**config.mk**
```make
export PLATFORM = sky130hd
export DESIGN_NAME = i2crf_slave
export DESIGN_NICKNAME = d
export VERILOG_FILES = /design/src/inc/i2crf_pkg.sv /design/src/logic/i2crf_slave.sv
export SDC_FILE = /design/constraint.sdc
export NUM_CORES = 1
export LEC_CHECK = 0
export BUFFER_PORTS_ARGS = -buffer_cell sky130_fd_sc_hd__buf_2
export CAP_MARGIN = 15
export CELL_PAD_IN_SITES_DETAIL_PLACEMENT = 0
export CELL_PAD_IN_SITES_GLOBAL_PLACEMENT = 1
export CORE_ASPECT_RATIO = 1.1
export CORE_MARGIN = 2
export CORE_UTILIZATION = 36
export CTS_CLUSTER_DIAMETER = 60
export DETAILED_ROUTE_END_ITERATION = 6
export PLACE_DENSITY_LB_ADDON = 0.1
export SETUP_SLACK_MARGIN = 0.1
export SYNTH_ARGS = -nofsm -noshare
export SYNTH_HDL_FRONTEND = slang
export SYNTH_SLANG_ARGS = --single-unit
```
**constraint.sdc**
```tcl
create_clock -name i_clk_sys -period 2.1 [get_ports i_clk_sys]
set_input_delay 0.105 -clock i_clk_sys [delete_from_list [all_inputs] [get_ports i_clk_sys]]
set_output_delay 0.105 -clock i_clk_sys [all_outputs]
set_load 0.005 [all_outputs]
```
**src/inc/i2crf_pkg.sv**
```systemverilog
package i2crf_pkg;

    // ****************************************
    // Bus address and register file layout
    // ****************************************
    localparam logic [6:0] DEV_ADDR      = 7'h5c;
    localparam logic [3:0] NVM_ADDR_HI   = 4'ha;
    localparam int         NUM_REGS      = 16;
    localparam int         PTR_W         = 4;
    localparam logic [7:0] REG_RESET_VAL = 8'h00;
    localparam logic [3:0] BIT_CNT_LAST  = 4'h7;
    localparam logic [3:0] BIT_CNT_ACK   = 4'h8;

    // ****************************************
    // Types
    // ****************************************
    typedef enum logic [2:0] {
        I2CRF_IDLE  = 3'b000,
        I2CRF_DADDR = 3'b001,
        I2CRF_RADDR = 3'b010,
        I2CRF_WDATA = 3'b011,
        I2CRF_RDATA = 3'b100,
        I2CRF_SKIP  = 3'b101
    } i2crf_state_t;

    typedef struct packed {
        logic scl_in;
        logic sda_in;
        logic sda_out;
        logic sda_oe_n;
    } i2crf_pins_t;

    typedef struct packed {
        logic [1:0]   scl_sync;
        logic [1:0]   sda_sync;
        logic         scl_d;
        logic         sda_d;
        logic [1:0]   mode_sync;
        logic         prog_d;
        i2crf_state_t state;
        logic [3:0]   bit_cnt;
        logic [7:0]   shift;
        logic [PTR_W-1:0] ptr;
        logic         ack_phase;
        logic         drive_low;
        logic         rd_nack;
        logic         wr_pulse;
        logic [PTR_W-1:0] wr_addr;
        logic [7:0]   wr_data;
    } i2crf_ctl_t;

endpackage : i2crf_pkg

```
**src/logic/i2crf_slave.sv**
```systemverilog
`timescale 1ns/1ps
// Behaviour
// Acts only as read/write slave; general-call address is not acknowledged.
// Master drives clock and makes START/STOP; device never drives clock.
// Transfers begin only from idle bus, both lines high.
// START is data falling while clock high; begins every command.
// STOP is data rising while clock high; ends every command.
// Data changes only while clock low; sampled on clock rising edge.
// Receiver pulls data low through ninth clock pulse to acknowledge.
// Master withholds acknowledge on last read; slave releases data line.
// Match seven-bit address 1011100 plus direction; acknowledge only on match.
// Leave nonvolatile store addresses 1010xxx alone.
// Write: first byte loads pointer, next acknowledged byte writes register.
// STOP or repeated START mid-byte discards partial write data.
// Sequential writes increment pointer, wrapping after sixteen bytes.
// Register takes its value when the device acknowledges the byte.
// Random read keeps pointer set earlier, acknowledges, transmits one byte.
// Pointer increments by one after each transmitted byte.
// Sequential read returns bytes from addressed register, wrapping past last.
// Port runs only while mode input is low (program mode).
// Entering program mode clears all sixteen registers to zero.
// Pointer is four bits; upper bits of register address ignored.
// Data line released whenever not acknowledging or transmitting.
module i2crf_slave #(
    parameter int NREGS = i2crf_pkg::NUM_REGS
) (
    input  wire logic                 i_clk_sys,
    input  wire logic                 i_reset_n,
    input  wire logic                 i_mode,
    input  wire logic                 i_powerdown_or_serial_clock_pin,
    input  wire logic                 i_sda,
    output logic                      o_sda,
    output logic                      o_sda_oe_n,
    output logic [NREGS*8-1:0]        o_regs,
    output logic                      o_reg_wr,
    output logic [i2crf_pkg::PTR_W-1:0] o_reg_wr_addr
);
    import i2crf_pkg::*;

    // ****************************************
    // State
    // ****************************************
    i2crf_ctl_t c_r;
    i2crf_ctl_t c_nxt;
    logic [7:0] regs_r [NREGS];

    logic scl_s;
    logic sda_s;
    logic scl_rise;
    logic scl_fall;
    logic start_det;
    logic stop_det;
    logic prog;
    logic prog_enter;
    logic [7:0] shifted;
    logic [7:0] rd_byte;

    always_comb begin
        scl_s      = c_r.scl_sync[1];
        sda_s      = c_r.sda_sync[1];
        prog       = ~c_r.mode_sync[1];
        prog_enter = prog & ~c_r.prog_d;
        scl_rise   = scl_s & ~c_r.scl_d;
        scl_fall   = ~scl_s & c_r.scl_d;
        start_det  = prog & scl_s & c_r.scl_d & c_r.sda_d & ~sda_s;
        stop_det   = prog & scl_s & c_r.scl_d & ~c_r.sda_d & sda_s;
        shifted    = {c_r.shift[6:0], sda_s};
        rd_byte    = regs_r[c_r.ptr];
    end

    // ****************************************
    // Protocol engine
    // ****************************************
    always_comb begin
        c_nxt           = c_r;
        c_nxt.scl_sync  = {c_r.scl_sync[0], i_powerdown_or_serial_clock_pin};
        c_nxt.sda_sync  = {c_r.sda_sync[0], i_sda};
        c_nxt.mode_sync = {c_r.mode_sync[0], i_mode};
        c_nxt.scl_d     = scl_s;
        c_nxt.sda_d     = sda_s;
        c_nxt.prog_d    = prog;
        c_nxt.wr_pulse  = 1'b0;

        if (!prog) begin
            c_nxt.state     = I2CRF_IDLE;
            c_nxt.drive_low = 1'b0;
            c_nxt.ack_phase = 1'b0;
        end else if (start_det) begin
            c_nxt.state     = I2CRF_DADDR;
            c_nxt.bit_cnt   = 4'h0;
            c_nxt.ack_phase = 1'b0;
            c_nxt.drive_low = 1'b0;
        end else if (stop_det) begin
            c_nxt.state     = I2CRF_IDLE;
            c_nxt.ack_phase = 1'b0;
            c_nxt.drive_low = 1'b0;
        end else if (c_r.state != I2CRF_IDLE && c_r.state != I2CRF_SKIP) begin
            if (scl_rise) begin
                if (c_r.bit_cnt == BIT_CNT_ACK) begin
                    // Master acknowledge sample during read
                    if (c_r.state == I2CRF_RDATA) begin
                        c_nxt.rd_nack = sda_s;
                    end
                end else begin
                    c_nxt.shift   = shifted;
                    c_nxt.bit_cnt = c_r.bit_cnt + 4'h1;
                end
            end else if (scl_fall) begin
                if (c_r.bit_cnt == BIT_CNT_ACK && !c_r.ack_phase) begin
                    // Ninth clock begins: decide acknowledge or next byte
                    c_nxt.ack_phase = 1'b1;
                    case (c_r.state)
                        I2CRF_DADDR: begin
                            if (c_r.shift[7:1] == DEV_ADDR) begin
                                c_nxt.drive_low = 1'b1;
                            end else begin
                                c_nxt.state     = I2CRF_SKIP;
                                c_nxt.drive_low = 1'b0;
                            end
                        end
                        I2CRF_RADDR: begin
                            c_nxt.ptr       = c_r.shift[PTR_W-1:0];
                            c_nxt.drive_low = 1'b1;
                        end
                        I2CRF_WDATA: begin
                            c_nxt.wr_pulse  = 1'b1;
                            c_nxt.wr_addr   = c_r.ptr;
                            c_nxt.wr_data   = c_r.shift;
                            c_nxt.ptr       = c_r.ptr + 4'h1;
                            c_nxt.drive_low = 1'b1;
                        end
                        default: begin
                            c_nxt.drive_low = 1'b0;
                            c_nxt.ptr       = c_r.ptr + 4'h1;
                        end
                    endcase
                end else if (c_r.bit_cnt == BIT_CNT_ACK) begin
                    // End of ninth clock: release and advance
                    c_nxt.ack_phase = 1'b0;
                    c_nxt.bit_cnt   = 4'h0;
                    c_nxt.drive_low = 1'b0;
                    case (c_r.state)
                        I2CRF_DADDR: begin
                            if (c_r.shift[0]) begin
                                c_nxt.state     = I2CRF_RDATA;
                                c_nxt.shift     = rd_byte;
                                c_nxt.drive_low = ~rd_byte[7];
                            end else begin
                                c_nxt.state = I2CRF_RADDR;
                            end
                        end
                        I2CRF_RADDR: c_nxt.state = I2CRF_WDATA;
                        I2CRF_WDATA: c_nxt.state = I2CRF_WDATA;
                        default: begin
                            if (c_r.rd_nack) begin
                                c_nxt.state = I2CRF_SKIP;
                            end else begin
                                c_nxt.shift     = rd_byte;
                                c_nxt.drive_low = ~rd_byte[7];
                            end
                        end
                    endcase
                end else if (c_r.state == I2CRF_RDATA) begin
                    // Shift out next bit while clock low; shift moved it to the top
                    c_nxt.drive_low = ~c_r.shift[7];
                end
            end
        end
    end

    // ****************************************
    // Registers
    // ****************************************
    always_ff @(posedge i_clk_sys) begin
        if (!i_reset_n) begin
            c_r.scl_sync  <= 2'b11;
            c_r.sda_sync  <= 2'b11;
            c_r.scl_d     <= 1'b1;
            c_r.sda_d     <= 1'b1;
            c_r.mode_sync <= 2'b11;
            c_r.prog_d    <= 1'b0;
            c_r.state     <= I2CRF_IDLE;
            c_r.bit_cnt   <= 4'h0;
            c_r.shift     <= 8'h00;
            c_r.ptr       <= '0;
            c_r.ack_phase <= 1'b0;
            c_r.drive_low <= 1'b0;
            c_r.rd_nack   <= 1'b0;
            c_r.wr_pulse  <= 1'b0;
            c_r.wr_addr   <= '0;
            c_r.wr_data   <= 8'h00;
        end else begin
            c_r <= c_nxt;
        end
    end

    generate
        for (genvar g = 0; g < NREGS; g++) begin : g_reg
            always_ff @(posedge i_clk_sys) begin
                if (!i_reset_n || prog_enter) begin
                    regs_r[g] <= REG_RESET_VAL;
                end else if (c_r.wr_pulse && c_r.wr_addr == PTR_W'(g)) begin
                    regs_r[g] <= c_r.wr_data;
                end
            end
            assign o_regs[g*8 +: 8] = regs_r[g];
        end
    endgenerate

    // ****************************************
    // Outputs
    // ****************************************
    assign o_sda         = 1'b0;
    assign o_sda_oe_n    = ~c_r.drive_low;
    assign o_reg_wr      = c_r.wr_pulse;
    assign o_reg_wr_addr = c_r.wr_addr;

endmodule : i2crf_slave

```
== Yosys cells after proc, flatten, opt, wreduce, memory -nomap -nowiden ==
Memory sizes are Yosys's and may differ from the RTL's. A register that Yosys moved wholly into a read port is not among the register bits.
Cells that the tools add are included.
Widths: inputs -> output; s select.

* $add $sub $neg: 2
* Equality and inequality tests: 42
* Muxes and demuxes: 111
* Bitwise logic cells: 41
* Reductions and logical operators: 44

{| class="wikitable"
|+ Operators with widths
! kind !! number
|-
| $mux 8 || 18
|-
| $mux 21 || 6
|-
| $mux 1 || 61
|-
| $mux 13 || 4
|-
| $eq 4x4->1 const B || 9
|-
| $mux 12 || 3
|-
| $mux 33 || 1
|-
| $reduce_and 7->1 || 4
|-
| $ne 6x6->1 const B || 4
|-
| $logic_and 1x1->1 || 18
|-
| $eq 4x3->1 const B || 4
|-
| $mux 16 || 1
|-
| $not 1->1 || 16
|-
| $or 1x1->1 || 16
|-
| $pmux 8 s2 || 1
|-
| $reduce_and 8->1 || 2
|-
| $mux 15 || 1
|-
| $mux 3 || 5
|-
| $ne 7x6->1 const B || 2
|-
| $ne 7x7->1 const B || 2
|-
| $mux 4 || 3
|-
| $ne 6x5->1 const B || 2
|-
| $reduce_bool 4->1 || 3
|-
| $reduce_and 11->1 || 1
|-
| other kinds (35) || 53
|}

* Bits in registers: 44
* Memory bits (writable): 128
* Input port bits: 5
* Output and inout bits: 135
* Memories kept: 1

{| class="wikitable"
|+ Memory list
! name !! depth !! bits a word !! read ports !! clocked after Yosys merged registers in !! wr ports !! RTL line !! source
|-
| regs_r || 16 || 8 || 17 || 1 || 16 || i2crf_slave.sv:45 || <nowiki>logic [7:0] regs_r [NREGS];</nowiki>
|}

== Logic depth before layout (Yosys ltp) ==
* Word-level depth: 15
* Mapped depth: 9
* Depth with buffers taken out: 8

== Least setup slack after synthesis ==
OpenSTA, ideal clock, no wires.

* Path type: register -> register
* Start point: register (tool-made name)
* End point: register c_r[14] in the netlist's numbering
* Library setup time: 0.092 ns
* Data arrival time: 2.007 ns
* Setup slack: 0.001 ns
* Cell stages (with the launch flop): 9
* Buffers on the path: 2
* Clock period less this slack: 2.099 ns
* Path through: dfxtp_1 -> buf_6 -> buf_8 -> mux4_2 -> mux2i_1 -> mux2i_1 -> or4b_1 -> o211a_1 -> nor4_1

{| class="wikitable"
|+ RTL lines
! element !! RTL line !! source
|-
| to (signal assigned) || i2crf_slave.sv:193 || <nowiki>c_r <= c_nxt;</nowiki>
|-
| to (decl) || i2crf_slave.sv:43 || <nowiki>i2crf_ctl_t c_r;</nowiki>
|}

==> impl_metrics.csv <==
group,metric,value,unit
route,viasPerCell,5.25,
route,vias,6157,
worst_setup_path,crit_path_end_kind,"flop",
floorplan,fp.dieW,148,µm
placement,gp_congestion,0.910,
global_routing,grt_pass1_vias,6318,
clock_tree,cts-root-buf,"clkbuf_16",
route,ant_nets,0,
route,drt_iter0_drc,458,
floorplan,row_count,57,
synthesis,syn_nets,658,
global_routing,grt_usage,0.221,
synthesis,ys_types,55,
clock_tree,htreeDepth,4,
synthesis,yosysSeqAreaShare,0.585,
synthesis,syn-instance-count,650,
power_and_ir_drop,ir_worst_vdd,0.000510,V
worst_setup_path,cp_top_family,"multiplexers",
worst_setup_path,cp.required,2.44,ns
worst_setup_path,crit_fanout,7,
global_routing,overflow,0,
floorplan,initial_utilization,0.369,
final_layout,layout-drive-gt1-share,0.381,
synthesis,synth_edf_count,128,
final_layout,layout.nets,872,
floorplan,die-area,24000,µm²
worst_setup_path,crit_type,"flop to flop",
min_path,hp-class,"input port to flop",
global_routing,grt_pass1_wl,39300,µm
worst_setup_path,slowest_delay,0.56,ns
sta,hold_viol,0,
sta,finalSetupViolations,1,
clock_tree,ctsLongestPathBuffers,2,
sta,fin_hold_ws,0.102,ns
synthesis,synthTopCellsByArea,"edfxtp_1, dfxtp_1, and2_1, mux4_2, mux2i_1",
placement,io_buffers,138,
synthesis,netlist_area,8220,µm²
clock_tree,path_clk_slew,0.07,ns
route,wl_per_cell,22.7,µm
route,drt-total-wl,26600,µm
sta,fin_crit_sh,1.04,
status,violations,"setup timing",
clock_tree,insertion_delay,0.43,ns
synthesis,synth_common_cells,"and2_1, edfxtp_1, nor2_1",
sta,tightest_slew,0.788,ns
synthesis,ys_ff_latch,176,
worst_setup_path,cp_slowest_cell,"dfxtp_1",
sta,drv_slew,0,
worst_setup_path,critPathBufInv,0,
clock_tree,cts_inserted_buffers,17,
route,drc_errors,0,
sta,grt_setup_unrepaired,"true",
sta,max_freq,0.456,GHz
worst_setup_path,cpMostUsedCell,"mux2i_2",
sta,fin_ws,-0.0936,ns
placement,place_hpwl,19200,µm
sta,min_period,2.19,ns
global_routing,antenna_found_initial,0,
clock_tree,cts_sinks,176,
global_routing,grt_max_degree,30,
clock_tree,cts_tree,"yes",
sta,finClkSkew,0.0109,ns
sta,relSlewSlack,0.474,
synthesis,yosys_warnings,0,
worst_setup_path,crit_path_start_kind,"flop",
placement,dpl_cell_area,9750,µm²
synthesis,ys.flop_type,"edfxtp_1",
floorplan,die_h,162,µm
flow_run,drv_cap,0,
final_layout,areaGrowthSynthToFinish,30.6,%
synthesis,synth_area_per_cell,12.6,µm²
worst_setup_path,path_cells,"mux4_2, mux2i_2, mux2i_2, or4b_1, o211a_1, nor4_1",
floorplan,core,22300,µm²
synthesis,yosysTopAreaCellShare,0.468,
route,drtPass1Iterations,4,
final_layout,postLayoutCellArea,10700,µm²
power_and_ir_drop,p_leak,4.22,nW
status,status,"finished with violations",
floorplan,io_pins,140,
synthesis,synthArstFlopShare,0,
worst_setup_path,cp.arrival,2.53,ns
power_and_ir_drop,power.density,722,nW/µm²
synthesis,yosysTopAreaCell,"edfxtp_1",
## worst reg2reg max path, stage by stage, from the launching register on
cell and delay (ns):
dfxtp_1 0.56, mux4_2 0.39, mux2i_2 0.21, mux2i_2 0.16, or4b_1 0.50, o211a_1 0.13, nor4_1 0.16
## power by group
| group | total [W] | switching [W] | leakage (nW) | internal, W |
|---|---|---|---|---|
| combinational | 0.000413 | 0.000224 | 2.16 | 0.000189 |
| sequential | 0.00394 | 0.0000956 | 1.73 | 0.00384 |
| clock | 0.00340 | 0.00146 | 0.322 | 0.00194 |
| total | 0.00775 | 0.00178 | 4.22 | 0.00597 |
## placed cells by master, fill, tap and decap left out, types with 3 or more instances in the layout
master,n
mux2i_2,4
nand3b_1,3
nor2_1,52
o21ai_0,30
mux2i_1,25
o21a_1,3
edfxtp_1,128
inv_8,4
nand2_1,21
inv_1,9
mux4_1,3
mux4_2,30
dfxtp_2,5
nor3_1,7
buf_2,138
nor3b_1,7
a2111oi_2,3
dlygate4sd3_1,3
nand2b_1,14
nor2b_2,4
a31oi_1,3
clkbuf_16,22
a211oi_1,5
and2_1,128
buf_12,4
nand3_1,10
a21oi_1,16
dfxtp_1,42
or3_1,5
buf_4,86
## logic make-up (layout without fill, tap and decap cells)
family | Yosys count | after routing | share of synthesized area
buffers and inverters | 51 | 278 | 0.0292
AND/OR/NAND/NOR | 269 | 269 | 0.182
adder cells (fa/ha/maj) | 3 | 3 | 0.00457
other | 1 | 2 | 0.000456
AO/OA/AOI/OAI | 84 | 84 | 0.0644
flip-flops | 176 | 176 | 0.585
multiplexers | 65 | 65 | 0.133
XOR/XNOR | 1 | 1 | 0.00107
## cell type report
| cell class | count | area, µm² |
|---|---|---|
| fillers | 2046 | 11500 |
| flip-flops and latches | 176 | 4810 |
| multi-input cells | 423 | 3360 |
| repair buffers | 235 | 1510 |
| clock buffers | 23 | 543 |
| well taps | 295 | 369 |
| clock inverters | 9 | 95.1 |
| inverters | 11 | 41.3 |
| diodes | 1 | 2.50 |
## per-stage QoR
stage               instances   util  setup TNS [ns]  setup WS, ns  total power (W)
global route             1172  0.482          -0.399        -0.121          0.00795
global placement         1126  0.438          -0.354        -0.150          0.00441
CTS                      1166  0.474         -0.0615       -0.0615          0.00778
detailed placement       1126  0.438          -0.511        -0.132          0.00441
floorplan                 650      -               0        0.0859          0.00412
finish                   1173  0.482         -0.0936       -0.0936          0.00775
## routing by layer
| layer | global-route usage | up-vias | routed length (µm) |
|---|---|---|---|
| li1 | - | 2798 | - |
| met1 | 0.298 | 3129 | 11300 |
| met2 | 0.374 | 205 | 13300 |
| met3 | 0.0361 | 25 | 1440 |
| met4 | 0.0593 | 0 | 465 |
| met5 | 0 | - | 0 |
## final timing paths
check        slack, ns                 start  depth (start not counted)              endpoint
min               0.10             i_reset_n                          3  c_nxt[43]$_SDFF_PN1_
max              -0.09                  flop                          6  c_r[14]$_SDFFE_PP0P_
max reg2reg      -0.09                  flop                          6  c_r[14]$_SDFFE_PP0P_
min reg2reg       0.42  c_nxt[37]$_SDFF_PN1_                          1    c_r[37]$_SDFF_PN1_
## flip-flops by register name (all words and copies together), names as in the netlist, named ones only
name           count
o_reg_wr           1
c_nxt              5
regs_r           128
c_r               34
o_reg_wr_addr      4
## repair_timing
action,CTS,global route
endpoints found under the setup margin,23,79
resized for setup,28,32
hold endpoints to repair,3,0
setup buffers,5,5
hold buffers,3,0
cloned,0,1
pin swaps,0,3
(Power assumes the default switching activity.)
